File: config.mk
export PLATFORM = sky130hd
export DESIGN_NAME = par_port
export DESIGN_NICKNAME = d
export VERILOG_FILES = /design/src/hdl/par_port_pkg.sv /design/src/hdl/par_port.sv
export SDC_FILE = /design/constraint.sdc
export NUM_CORES = 1
export LEC_CHECK = 0
export ABC_AREA = 1
export BUFFER_PORTS_ARGS = -buffer_cell sky130_fd_sc_hd__buf_4
export CELL_PAD_IN_SITES_DETAIL_PLACEMENT = 1
export CELL_PAD_IN_SITES_GLOBAL_PLACEMENT = 2
export CORE_MARGIN = 1.5
export CORE_UTILIZATION = 30
export DETAILED_ROUTE_END_ITERATION = 10
export PLACE_DENSITY = 0.82
export RECOVER_POWER = 100
export SLEW_MARGIN = 20
export SYNTH_ARGS = -nofsm -noshare
export SYNTH_HDL_FRONTEND = slang
export SYNTH_SLANG_ARGS = --single-unit
File: constraint.sdc
create_clock -name clk_i -period 3.7 [get_ports clk_i]
set_input_delay 0.185 -clock clk_i [delete_from_list [all_inputs] [get_ports clk_i]]
set_output_delay 0.185 -clock clk_i [all_outputs]
set_load 0.05 [all_outputs]
File: src/hdl/par_port_pkg.sv
// constants, register indices and types for the parallel port block
// assumes a classic wishbone master with 32-bit data; registers are 8 bits wide
package par_port_pkg;

    localparam int ADR_W = 16;
    localparam int DAT_W = 32;
    localparam int SEL_W = 4;
    localparam int IDX_W = 14;
    localparam int IDX_LSB = 2;

    // register indices; byte address is four times the index
    localparam logic [IDX_W-1:0] IDX_PORT_A = 14'h1000;
    localparam logic [IDX_W-1:0] IDX_PAR_CTRL = 14'h1002;
    localparam logic [IDX_W-1:0] IDX_PORT_C = 14'h1003;
    localparam logic [IDX_W-1:0] IDX_PORT_B = 14'h1004;
    localparam logic [IDX_W-1:0] IDX_ALT_LATCH = 14'h1005;
    localparam logic [IDX_W-1:0] IDX_PORT_C_DIR = 14'h1007;
    localparam logic [IDX_W-1:0] IDX_PORT_D = 14'h1008;
    localparam logic [IDX_W-1:0] IDX_PORT_D_DIR = 14'h1009;
    localparam logic [IDX_W-1:0] IDX_PORT_E = 14'h100A;
    localparam logic [IDX_W-1:0] IDX_PULSE_CTRL = 14'h1026;

    // pulse_count_port_a_ctrl fields
    localparam int PIN7_DIR_BIT = 7;
    localparam int PIN3_DIR_BIT = 3;

    // parallel_control fields
    localparam int STROBE_A_FLAG_BIT = 7;
    localparam int STROBE_A_IRQ_ENABLE_BIT = 6;
    localparam int CWOM_BIT = 5;
    localparam int FULL_HANDSHAKE_SELECT_BIT = 4;
    localparam int OIN_BIT = 3;
    localparam int PLS_BIT = 2;
    localparam int EGA_BIT = 1;
    localparam int STROBE_B_INVERT_BIT = 0;

    localparam logic [7:0] PULSE_CTRL_RST = 8'h00;
    localparam logic [6:0] PAR_CTRL_RST = 7'h00;
    localparam logic [7:0] DIR_RST = 8'h00;
    localparam logic [7:0] DATA_RST = 8'h00;
    localparam logic [5:0] PD_DIR_RST = 6'h00;
    localparam logic [DAT_W-1:0] BUS_ZERO = 32'h0000_0000;

    localparam int PD_W = 6;
    localparam int PD_SS_BIT = 5;
    localparam int SYNC_W = 31;
    // strobe A idles high; its stages reset high so no false edge follows reset
    localparam logic [SYNC_W-1:0] SYNC_RST = 31'h4000_0000;

    // operating mode straps
    localparam logic [1:0] MODE_SINGLE = 2'h0;
    localparam logic [1:0] MODE_EXPANDED = 2'h1;
    localparam logic [1:0] MODE_BOOT = 2'h2;
    localparam logic [1:0] MODE_TEST = 2'h3;

    // strobe B pulse length in bus clocks
    localparam logic [1:0] STROBE_B_OUTPUT_PULSE_CYCLES = 2'h2;
    localparam logic [1:0] STROBE_B_OUTPUT_CNT_LAST = 2'h1;

    typedef enum logic [1:0] {SB_IDLE, SB_PULSE, SB_HOLD} strobe_b_output_state_t;

endpackage

File: src/hdl/par_port.sv
// parallel ports A..E with the strobe/handshake engine on ports B and C
// assumes wishbone classic master on clk_i, synchronous reset, pins from outside
//
// Added by the designer: the Wishbone interface to the registers.
`timescale 1ns/1ps
module par_port
(
    input wire logic clk_i,
    input wire logic rst_i,
    input wire logic cyc_i,
    input wire logic stb_i,
    input wire logic we_i,
    input wire logic [par_port_pkg::ADR_W-1:0] adr_i,
    input wire logic [par_port_pkg::DAT_W-1:0] dat_i,
    input wire logic [par_port_pkg::SEL_W-1:0] sel_i,
    output logic [par_port_pkg::DAT_W-1:0] dat_o,
    output logic ack_o,
    input wire logic [1:0] mode_i,
    input wire logic [7:0] addr_hi_i,
    input wire logic [7:0] pa_i,
    output logic [7:0] pa_o,
    output logic [7:0] pa_oe_o,
    input wire logic oc3_en_i,
    input wire logic oc3_val_i,
    input wire logic oc7_en_i,
    input wire logic oc7_val_i,
    output logic pulse_acc_o,
    output logic [7:0] port_b_o,
    input wire logic [7:0] pc_i,
    output logic [7:0] pc_o,
    output logic [7:0] pc_oe_o,
    input wire logic [7:0] ext_ad_i,
    input wire logic ext_ad_oe_i,
    output logic ext_port_c_access_o,
    input wire logic [par_port_pkg::PD_W-1:0] pd_i,
    output logic [par_port_pkg::PD_W-1:0] pd_o,
    output logic [par_port_pkg::PD_W-1:0] pd_oe_o,
    input wire logic [par_port_pkg::PD_W-1:0] sci_spi_en_i,
    input wire logic [par_port_pkg::PD_W-1:0] sci_spi_val_i,
    input wire logic [par_port_pkg::PD_W-1:0] sci_spi_oe_i,
    input wire logic spi_master_select_i,
    output logic mode_fault_enable_o,
    input wire logic [7:0] pe_i,
    input wire logic strobe_a_input_i,
    output logic strobe_b_output_o,
    output logic strobe_a_irq_o
);
    import par_port_pkg::*;
    logic [SYNC_W-1:0] s1_q, s2_q, s3_q, filt_q;
    logic [7:0] pa_f, pc_f, pe_f;
    logic [PD_W-1:0] pd_f;
    logic sa_f, sa_prev_q;
    logic [1:0] mode_q;
    logic ack_q;
    logic [DAT_W-1:0] dat_q;
    logic [7:0] pulse_count_port_a_ctrl_q, pa_data_q, pb_data_q, pc_data_q, pc_dir_q, latch_q;
    logic [PD_W-1:0] pd_data_q, pd_dir_q;
    logic [6:0] ctrl_q;
    logic strobe_a_flag_q, strobe_a_flag_arm_q;
    strobe_b_output_state_t sb_state_q;
    logic [1:0] sb_cnt_q;
    logic [7:0] rd8;
    logic [IDX_W-1:0] idx;
    logic req, wr, rd, chip_only, hs_on, simple, in_hs, out_hs;
    logic sa_edge, sa_level, strobe_a_flag_clear, sb_trig, sb_act, pd5_gp;
    logic [7:0] pc_oe_raw;
    logic [PD_W-1:0] pd_en_eff;
    // three-stage sampling; a bit moves only when stages two and three agree
    always_ff @(posedge clk_i) begin
        if (rst_i) begin
            s1_q <= SYNC_RST;
            s2_q <= SYNC_RST;
            s3_q <= SYNC_RST;
            filt_q <= SYNC_RST;
        end else begin
            s1_q <= {strobe_a_input_i, pe_i, pd_i, pc_i, pa_i};
            s2_q <= s1_q;
            s3_q <= s2_q;
            filt_q <= (s2_q & ~(s2_q ^ s3_q)) | (filt_q & (s2_q ^ s3_q));
        end
    end

    assign pa_f = filt_q[7:0];
    assign pc_f = filt_q[15:8];
    assign pd_f = filt_q[21:16];
    assign pe_f = filt_q[29:22];
    assign sa_f = filt_q[30];
    // mode straps taken while reset is held
    always_ff @(posedge clk_i) begin
        if (rst_i) begin
            mode_q <= mode_i;
        end
    end

    assign chip_only = (mode_q == MODE_SINGLE) || (mode_q == MODE_BOOT);
    assign hs_on = (mode_q == MODE_SINGLE);
    assign simple = hs_on & ~ctrl_q[FULL_HANDSHAKE_SELECT_BIT];
    assign in_hs = hs_on & ctrl_q[FULL_HANDSHAKE_SELECT_BIT] & ~ctrl_q[OIN_BIT];
    assign out_hs = hs_on & ctrl_q[FULL_HANDSHAKE_SELECT_BIT] & ctrl_q[OIN_BIT];

    assign req = cyc_i & stb_i & ~ack_q;
    assign wr = req & we_i & sel_i[0];
    assign rd = req & ~we_i;
    assign idx = adr_i[ADR_W-1:IDX_LSB];
    assign sa_edge = ctrl_q[EGA_BIT] ? (sa_f & ~sa_prev_q) : (~sa_f & sa_prev_q);
    assign sa_level = ctrl_q[EGA_BIT] ? ~sa_f : sa_f;

    always_comb begin
        rd8 = DATA_RST;
        if (idx == IDX_PORT_A) begin
            rd8 = {pa_f[7], pa_data_q[6:4], pa_f[3:0]};
        end else if (idx == IDX_PAR_CTRL) begin
            rd8 = {strobe_a_flag_q, ctrl_q};
        end else if (idx == IDX_PORT_C && chip_only) begin
            rd8 = (pc_dir_q & pc_data_q) | (~pc_dir_q & pc_f);
        end else if (idx == IDX_PORT_B) begin
            rd8 = pb_data_q;
        end else if (idx == IDX_ALT_LATCH) begin
            rd8 = latch_q;
        end else if (idx == IDX_PORT_C_DIR) begin
            rd8 = pc_dir_q;
        end else if (idx == IDX_PORT_D) begin
            rd8 = {2'h0, (pd_dir_q & pd_data_q) | (~pd_dir_q & pd_f)};
        end else if (idx == IDX_PORT_D_DIR) begin
            rd8 = {2'h0, pd_dir_q};
        end else if (idx == IDX_PORT_E) begin
            rd8 = pe_f;
        end else if (idx == IDX_PULSE_CTRL) begin
            rd8 = pulse_count_port_a_ctrl_q;
        end
    end
    // one wait state; unmapped indices answer with zero data
    always_ff @(posedge clk_i) begin
        if (rst_i) begin
            ack_q <= 1'b0;
            dat_q <= BUS_ZERO;
        end else begin
            ack_q <= req;
            if (rd) begin
                dat_q <= {24'h00_0000, rd8};
            end
        end
    end

    always_ff @(posedge clk_i) begin
        if (rst_i) begin
            ext_port_c_access_o <= 1'b0;
        end else begin
            ext_port_c_access_o <= req & ~chip_only & (idx == IDX_PORT_C);
        end
    end

    always_ff @(posedge clk_i) begin
        if (rst_i) begin
            pulse_count_port_a_ctrl_q <= PULSE_CTRL_RST;
            pa_data_q <= DATA_RST;
            pb_data_q <= DATA_RST;
            pc_data_q <= DATA_RST;
            pc_dir_q <= DIR_RST;
            pd_data_q <= PD_DIR_RST;
            pd_dir_q <= PD_DIR_RST;
            ctrl_q <= PAR_CTRL_RST;
        end else if (wr) begin
            if (idx == IDX_PULSE_CTRL) begin
                pulse_count_port_a_ctrl_q <= dat_i[7:0];
            end else if (idx == IDX_PORT_A) begin
                pa_data_q <= dat_i[7:0];
            end else if (idx == IDX_PORT_B) begin
                pb_data_q <= dat_i[7:0];
            end else if (idx == IDX_PORT_C && chip_only) begin
                pc_data_q <= dat_i[7:0];
            end else if (idx == IDX_ALT_LATCH) begin
                pc_data_q <= dat_i[7:0];
            end else if (idx == IDX_PORT_C_DIR) begin
                pc_dir_q <= dat_i[7:0];
            end else if (idx == IDX_PORT_D) begin
                pd_data_q <= dat_i[PD_W-1:0];
            end else if (idx == IDX_PORT_D_DIR) begin
                pd_dir_q <= dat_i[PD_W-1:0];
            end else if (idx == IDX_PAR_CTRL) begin
                ctrl_q <= dat_i[6:0];
            end
        end
    end
    // alternate latch: pin capture on strobe A edge in single-chip mode outside output handshake, software write otherwise
    always_ff @(posedge clk_i) begin
        if (rst_i) begin
            latch_q <= DATA_RST;
            sa_prev_q <= 1'b1;
        end else begin
            sa_prev_q <= sa_f;
            if (hs_on && sa_edge && !out_hs) begin
                latch_q <= pc_f;
            end else if (wr && idx == IDX_ALT_LATCH) begin
                latch_q <= dat_i[7:0];
            end
        end
    end
    // flag clear: control read seeing flag set, then latch read (write in output mode)
    assign strobe_a_flag_clear = strobe_a_flag_arm_q & ((rd & ~out_hs & (idx == IDX_ALT_LATCH))
                                     | (wr & out_hs & (idx == IDX_ALT_LATCH)));

    always_ff @(posedge clk_i) begin
        if (rst_i) begin
            strobe_a_flag_q <= 1'b0;
            strobe_a_flag_arm_q <= 1'b0;
        end else begin
            // a new edge beats a clear in the same cycle
            if (hs_on && sa_edge) begin
                strobe_a_flag_q <= 1'b1;
            end else if (strobe_a_flag_clear) begin
                strobe_a_flag_q <= 1'b0;
            end
            if (rd && idx == IDX_PAR_CTRL) begin
                strobe_a_flag_arm_q <= strobe_a_flag_q;
            end else if (strobe_a_flag_clear) begin
                strobe_a_flag_arm_q <= 1'b0;
            end
        end
    end
    // strobe B sources: port B write, latch read, latch write, input mode entry
    assign sb_trig = (simple & wr & (idx == IDX_PORT_B))
                   | (in_hs & rd & (idx == IDX_ALT_LATCH))
                   | (out_hs & wr & (idx == IDX_ALT_LATCH))
                   | (hs_on & wr & (idx == IDX_PAR_CTRL)
                      & dat_i[FULL_HANDSHAKE_SELECT_BIT] & ~dat_i[OIN_BIT]);

    always_ff @(posedge clk_i) begin
        if (rst_i) begin
            sb_state_q <= SB_IDLE;
            sb_cnt_q <= 2'h0;
        end else if (!hs_on) begin
            sb_state_q <= SB_IDLE;
            sb_cnt_q <= 2'h0;
        end else if (sb_trig) begin
            // a control write judges by its new bits, not the simple mode it leaves
            if ((wr && idx == IDX_PAR_CTRL) ? dat_i[PLS_BIT] : (simple || ctrl_q[PLS_BIT])) begin
                sb_state_q <= SB_PULSE;
                sb_cnt_q <= STROBE_B_OUTPUT_PULSE_CYCLES;
            end else begin
                sb_state_q <= SB_HOLD;
            end
        end else begin
            case (sb_state_q)
                SB_PULSE: begin
                    if (sb_cnt_q == STROBE_B_OUTPUT_CNT_LAST) begin
                        sb_state_q <= SB_IDLE;
                    end
                    sb_cnt_q <= sb_cnt_q - 2'h1;
                end
                SB_HOLD: begin
                    // the selected edge is the trailing edge of the active level
                    if (sa_edge) begin
                        sb_state_q <= SB_IDLE;
                    end
                end
                default: begin
                    sb_state_q <= SB_IDLE;
                end
            endcase
        end
    end

    assign sb_act = (sb_state_q != SB_IDLE);
    always_ff @(posedge clk_i) begin
        if (rst_i) begin
            strobe_b_output_o <= 1'b1;
            strobe_a_irq_o <= 1'b0;
        end else begin
            strobe_b_output_o <= ctrl_q[STROBE_B_INVERT_BIT] ? sb_act : ~sb_act;
            strobe_a_irq_o <= strobe_a_flag_q & ctrl_q[STROBE_A_IRQ_ENABLE_BIT];
        end
    end
    // port A: pins 2..0 inputs, 6..4 outputs, 7 and 3 bidirectional
    always_ff @(posedge clk_i) begin
        if (rst_i) begin
            pa_o <= DATA_RST;
            pa_oe_o <= DIR_RST;
            pulse_acc_o <= 1'b0;
        end else begin
            pa_o <= {oc7_en_i ? oc7_val_i : pa_data_q[7], pa_data_q[6:4],
                     oc3_en_i ? oc3_val_i : pa_data_q[3], 3'h0};
            pa_oe_o <= {oc7_en_i | pulse_count_port_a_ctrl_q[PIN7_DIR_BIT], 3'h7,
                        oc3_en_i | pulse_count_port_a_ctrl_q[PIN3_DIR_BIT], 3'h0};
            pulse_acc_o <= pa_f[7];
        end
    end

    always_ff @(posedge clk_i) begin
        if (rst_i) begin
            port_b_o <= DATA_RST;
        end else begin
            port_b_o <= chip_only ? pb_data_q : addr_hi_i;
        end
    end
    // active strobe A in output handshake enables every line regardless of direction; in wired-or mode the lines holding a one stay released
    assign pc_oe_raw = (out_hs & sa_level) ? '1 : pc_dir_q;

    always_ff @(posedge clk_i) begin
        if (rst_i) begin
            pc_o <= DATA_RST;
            pc_oe_o <= DIR_RST;
        end else if (!chip_only) begin
            pc_o <= ext_ad_i;
            pc_oe_o <= {8{ext_ad_oe_i}};
        end else begin
            pc_o <= pc_data_q;
            // wired-or: only ever pull low, release for a one
            pc_oe_o <= ctrl_q[CWOM_BIT] ? (pc_oe_raw & ~pc_data_q) : pc_oe_raw;
        end
    end
    // port D: peripheral takes a pin unless pin 5 is a gp output under SPI master
    assign pd5_gp = pd_dir_q[PD_SS_BIT] & spi_master_select_i;
    assign pd_en_eff = sci_spi_en_i & ~({1'b1, 5'h00} & {PD_W{pd5_gp}});
    always_ff @(posedge clk_i) begin
        if (rst_i) begin
            pd_o <= PD_DIR_RST;
            pd_oe_o <= PD_DIR_RST;
            mode_fault_enable_o <= 1'b1;
        end else begin
            pd_o <= (pd_en_eff & sci_spi_val_i) | (~pd_en_eff & pd_data_q);
            pd_oe_o <= (pd_en_eff & sci_spi_oe_i) | (~pd_en_eff & pd_dir_q);
            mode_fault_enable_o <= ~pd5_gp;
        end
    end

    assign dat_o = dat_q;
    assign ack_o = ack_q;
    strobe_a_flag_set_a: assert property (@(posedge clk_i) disable iff (rst_i)
        (hs_on && sa_edge) |=> strobe_a_flag_q ##1
        strobe_a_irq_o == ($past(strobe_a_flag_q) && $past(ctrl_q[STROBE_A_IRQ_ENABLE_BIT])))
        else $error("strobe A flag not set on selected edge");
    latch_capture_a: assert property (@(posedge clk_i) disable iff (rst_i)
        (hs_on && sa_edge && !out_hs) |=> latch_q == $past(pc_f))
        else $error("alternate latch missed port C capture");
    flag_clear_a: assert property (@(posedge clk_i) disable iff (rst_i)
        (strobe_a_flag_q && !strobe_a_flag_arm_q && rd && idx == IDX_ALT_LATCH && !(hs_on && sa_edge))
        |=> strobe_a_flag_q)
        else $error("flag cleared without prior control read");
    strobe_b_output_pulse_a: assert property (@(posedge clk_i) disable iff (rst_i)
        (simple && wr && idx == IDX_PORT_B) |=> sb_act[*2] ##1 !sb_act)
        else $error("strobe B pulse not two clocks");
    strobe_b_output_polarity_a: assert property (@(posedge clk_i) disable iff (rst_i)
        ##1 strobe_b_output_o == ($past(ctrl_q[STROBE_B_INVERT_BIT]) ? $past(sb_act) : !$past(sb_act)))
        else $error("strobe B polarity wrong");
    hold_negate_a: assert property (@(posedge clk_i) disable iff (rst_i)
        (sb_state_q == SB_HOLD && sa_edge && !sb_trig && hs_on) |=> !sb_act ##1 !strobe_b_output_o
        == ctrl_q[STROBE_B_INVERT_BIT])
        else $error("strobe B not negated on strobe A edge");
    port_b_mode_a: assert property (@(posedge clk_i) disable iff (rst_i)
        (!rst_i && !chip_only) |=> port_b_o == $past(addr_hi_i))
        else $error("port B not carrying high address");
    three_state_a: assert property (@(posedge clk_i) disable iff (rst_i)
        (out_hs && sa_level && !ctrl_q[CWOM_BIT]) |=> pc_oe_o == 8'hFF && pc_o == $past(pc_data_q))
        else $error("port C not driven during active strobe A");
    reset_dir_a: assert property (@(posedge clk_i)
        $fell(rst_i) |-> pc_dir_q == DIR_RST && pd_dir_q == PD_DIR_RST && pc_oe_o == DIR_RST)
        else $error("direction bits not cleared by reset");
    mode_fault_a: assert property (@(posedge clk_i) disable iff (rst_i)
        (pd_dir_q[PD_SS_BIT] && spi_master_select_i) |=> !mode_fault_enable_o
        && pd_oe_o[PD_SS_BIT] && pd_o[PD_SS_BIT] == $past(pd_data_q[PD_SS_BIT]))
        else $error("pin 5 not general output under SPI master");
    pin7_dir_a: assert property (@(posedge clk_i) disable iff (rst_i)
        (!oc7_en_i && !pulse_count_port_a_ctrl_q[PIN7_DIR_BIT]) |=> !pa_oe_o[7] ##2 pulse_acc_o == $past(pa_f[7]))
        else $error("pin 7 direction or accumulator feed wrong");

endmodule

==> flow_metrics.py <==
metrics = {
    "status": {
        "outcome": "completed",
    },
    "clock_tree": {
        "path_clk_slew_ps": 60,
        "cts_buffer_depth": 3,
        "hold_buffers": 83,
        "root_buffer": "clkbuf_16",
        "worstSkewPairLatency_ps": 530,
        "cts_made_buffers": 27,
        "cts.sinks": 243,
        "tritoncts": "done",
        "cts_setup_buffers": 0,
        "htreeDepth": 1,
        "ctsResizeCount": 0,
    },
    "grt": {
        "grt_pass1_wl_um": 47940,
        "grt_usage_pct": 18.40,
        "gr-total-overflow": 0,
        "grt_antenna_before_repair": 0,
        "grt_max_degree": 62,
        "grt_pass1_vias": 8761,
    },
    "detailed_routing": {
        "wire_per_inst_um": 16.18,
        "first_pass_iters": 4,
        "ant_nets": 0,
        "wl_um": 30690,
        "drt-initial-drc-count": 317,
        "drcViolationCount": 0,
        "vias_per_cell": 4.633,
        "vias": 8789,
    },
    "floorplanning": {
        "die_x_um": 182.0,
        "fp.dieH_um": 182.0,
        "dieArea_sq_mm": 0.03313,
        "core_area_sq_mm": 0.03156,
        "io_pins": 220,
        "initial_core_util_pct": 30.47,
        "fp-row-count": 65,
    },
    "setup_path": {
        "cp_top_family": "simple AND/OR/NAND/NOR gates",
        "cp_slowest_stage_delay_ps": 610,
        "crit_buf_inv": 1,
        "path_cells": "nor2_1, inv_1, nor2_1, nand2_1, o21ai_1, o21ai_0, a31oi_1",
        "critPathSlowestCell": "o21ai_1",
        "required_ps": 4160,
        "worstPathMaxFanout": 16,
        "path_common_cell": "nor2_1",
        "cp-end-kind": "flip-flop",
        "critical_path.startpoint_type": "flip-flop",
        "crit_arrival_ps": 3510,
        "setup.worst_path.class": "flip-flop to flip-flop",
    },
    "cells_and_area": {
        "num-fill-cells": 3872,
        "antenna_cells": 0,
        "fin_util_pct": 39.61,
        "final_layout_size_suffix_gt1_share_pct": 12.37,
        "synthToLayoutAreaGrowth_pct": 30.00,
        "final-seq-area_sq_mm": 0.004885,
        "multiInputGateArea_sq_mm": 0.003570,
        "fin_nets": 1607,
        "instances_no_fill": 1897,
        "design_area_sq_mm": 0.01250,
    },
    "sta": {
        "whs_ps": 22.91,
        "post-route-min-period_ps": 3052,
        "finalCritPeriodShare_pct": 82.48,
        "rsz0062_at_grt": "false",
        "worst_pin_slew_ps": 1347,
        "fmax_mhz": 327.7,
        "slew_viol_final": 0,
        "relSlewSlack_pct": 9.522,
        "setup_viol": 0,
        "setup_ws_ps": 648.3,
        "finClkSkew_ps": 5.479,
        "hold_violations": 0,
        "finalSetupTns_ps": 0,
    },
    "synth": {
        "synth_top_area_share_pct": 50.18,
        "yosys_warnings": 0,
        "netlist_instances": 1245,
        "synthArstFlopShare_pct": 0,
        "synth-edff-count": 2,
        "ys_seq_elements": 243,
        "synth_area_leaders": "dfxtp_1 (50%), nor2_1 (7.2%), inv_1 (7.0%), a21oi_1 (7.0%), o21ai_0 (6.6%)",
        "ys.flop_type": "dfxtp_1",
        "avgSynthCellArea_sq_um": 7.722,
        "synth_top_area_cell": "dfxtp_1",
        "seq_area_frac_synth_pct": 50.81,
        "syn-cell-area_sq_mm": 0.009614,
        "synth_cell_types": 44,
    },
    "power_and_ir_drop": {
        "p_clk_share_pct": 47.0,
        "pwr-share-seq_pct": 44.1,
        "finalPower_mw": 6.148,
        "comb_power_share_pct": 8.8,
        "switchingPower_mw": 1.462,
        "power.density_mw_per_mm2": 491.9,
        "internal-power_mw": 4.686,
        "leakage_nw": 5.149,
        "vdd_drop_max_uv": 286.7,
        "swShare_pct": 23.78,
    },
    "placed_design": {
        "io_buffers": 157,
        "dp_cells": 1766,
        "finalWeightedCongestion": 0.8553,
        "post-place-ws_ps": 1161,
        "placed_cell_area_sq_mm": 0.01103,
        "dpl.hpwl_um": 21710,
    },
    "hold_path": {
        "hold_class": "input port to flip-flop",
    },
    "flow_run": {
        "max-cap-violations": 0,
    },
}
[synth_stat cells (3+ instances only)]
master and count:
dfxtp_1 241, nor2_1 185, inv_1 179, a21oi_1 134, nand2_1 134, o21ai_0 127, nand3_1 37, clkbuf_1 34
buf_4 33, nand4_1 17, nor3_1 14, o211ai_1 13, inv_2 10, nor2_2 9, o21ai_1 9, a31oi_1 8
nand2_2 8, clkinv_1 6, nor2_4 5, nand2_4 4, buf_1 3, buf_6 3, nor3_4 3
[layout by cell type (no fill, tap or decap), drive strengths merged, types with 4 or more instances in the layout]
cell | synthesis | layout
dfxtp | 241 | 241
o21ai | 138 | 138
nor2 | 200 | 200
o211ai | 13 | 13
conb | 1 | 30
inv | 191 | 191
nand4 | 17 | 17
nor3 | 18 | 18
dlygate4sd3 | 0 | 83
a31oi | 8 | 8
buf | 41 | 98
clkinv | 6 | 11
nand3 | 39 | 39
a21oi | 135 | 135
nor4 | 4 | 4
nand2 | 146 | 146
clkbuf | 34 | 104
bufinv | 0 | 5
[final timing paths]
kind              depth (start not counted)       from           to  slack [ps]
setup / recovery                          7  mode_q[0]   latch_q[7]         650
hold / removal                            3   dat_i[0]  pc_dir_q[0]          20
setup reg to reg                          7  mode_q[0]   latch_q[7]         650
hold reg to reg                           2   s1_q[25]     s2_q[25]         400
[final cells by class]
class / instances / share of cell area, %
flip-flops and latches: 243 / 39.08
multi-input cells: 759 / 28.56
clock inverters: 11 / 1.462
clock buffers: 37 / 6.267
well taps: 402 / 4.024
inverters: 197 / 5.957
repair buffers: 248 / 14.65
[kinds of logic (layout without fill, tap and decap cells)]
logic type                 Yosys count  after routing  synth area share [%]
AOI/OAI and AO/OA                  299            299                 16.44
DFF                                243            243                 50.81
other                                1             30               0.03900
buffers and inverters              272            493                 12.22
adders and majority gates            1              1                0.1301
and+or+nand+nor                    429            429                 20.37
[power by group through the flow]
stage | registers [mW] | logic, mW | clock network, mW
global placement | 2.77 | 0.496 | 0
detailed placement | 2.77 | 0.503 | 0
floorplan | 2.86 | 0.247 | 0
global route | 2.72 | 0.588 | 3.09
finish | 2.71 | 0.543 | 2.89
CTS | 2.71 | 0.575 | 2.98
[layer usage]
| metal | GRT usage [%] | routed length, um | part of all wire (%) | vias to the layer above |
|---|---|---|---|---|
| met5 | 0 | 0 | 0 | - |
| met3 | 2.266 | 1110 | 3.6 | 62 |
| met1 | 23.88 | 14300 | 47 | 4153 |
| li1 | - | - | - | 4387 |
| met4 | 6.248 | 1044 | 3.4 | 0 |
| met2 | 31.51 | 14240 | 46 | 187 |
[worst register-to-register path, delay by kind of cell, from the launching register on]
family | cells | cell delay, ps
flip-flops | 1 | 590
buffers and inverters | 1 | 140
AO/OA/AOI/OAI | 3 | 1010
AND/OR/NAND/NOR | 3 | 1240
Note: power is estimated with default switching activity, not from simulation.
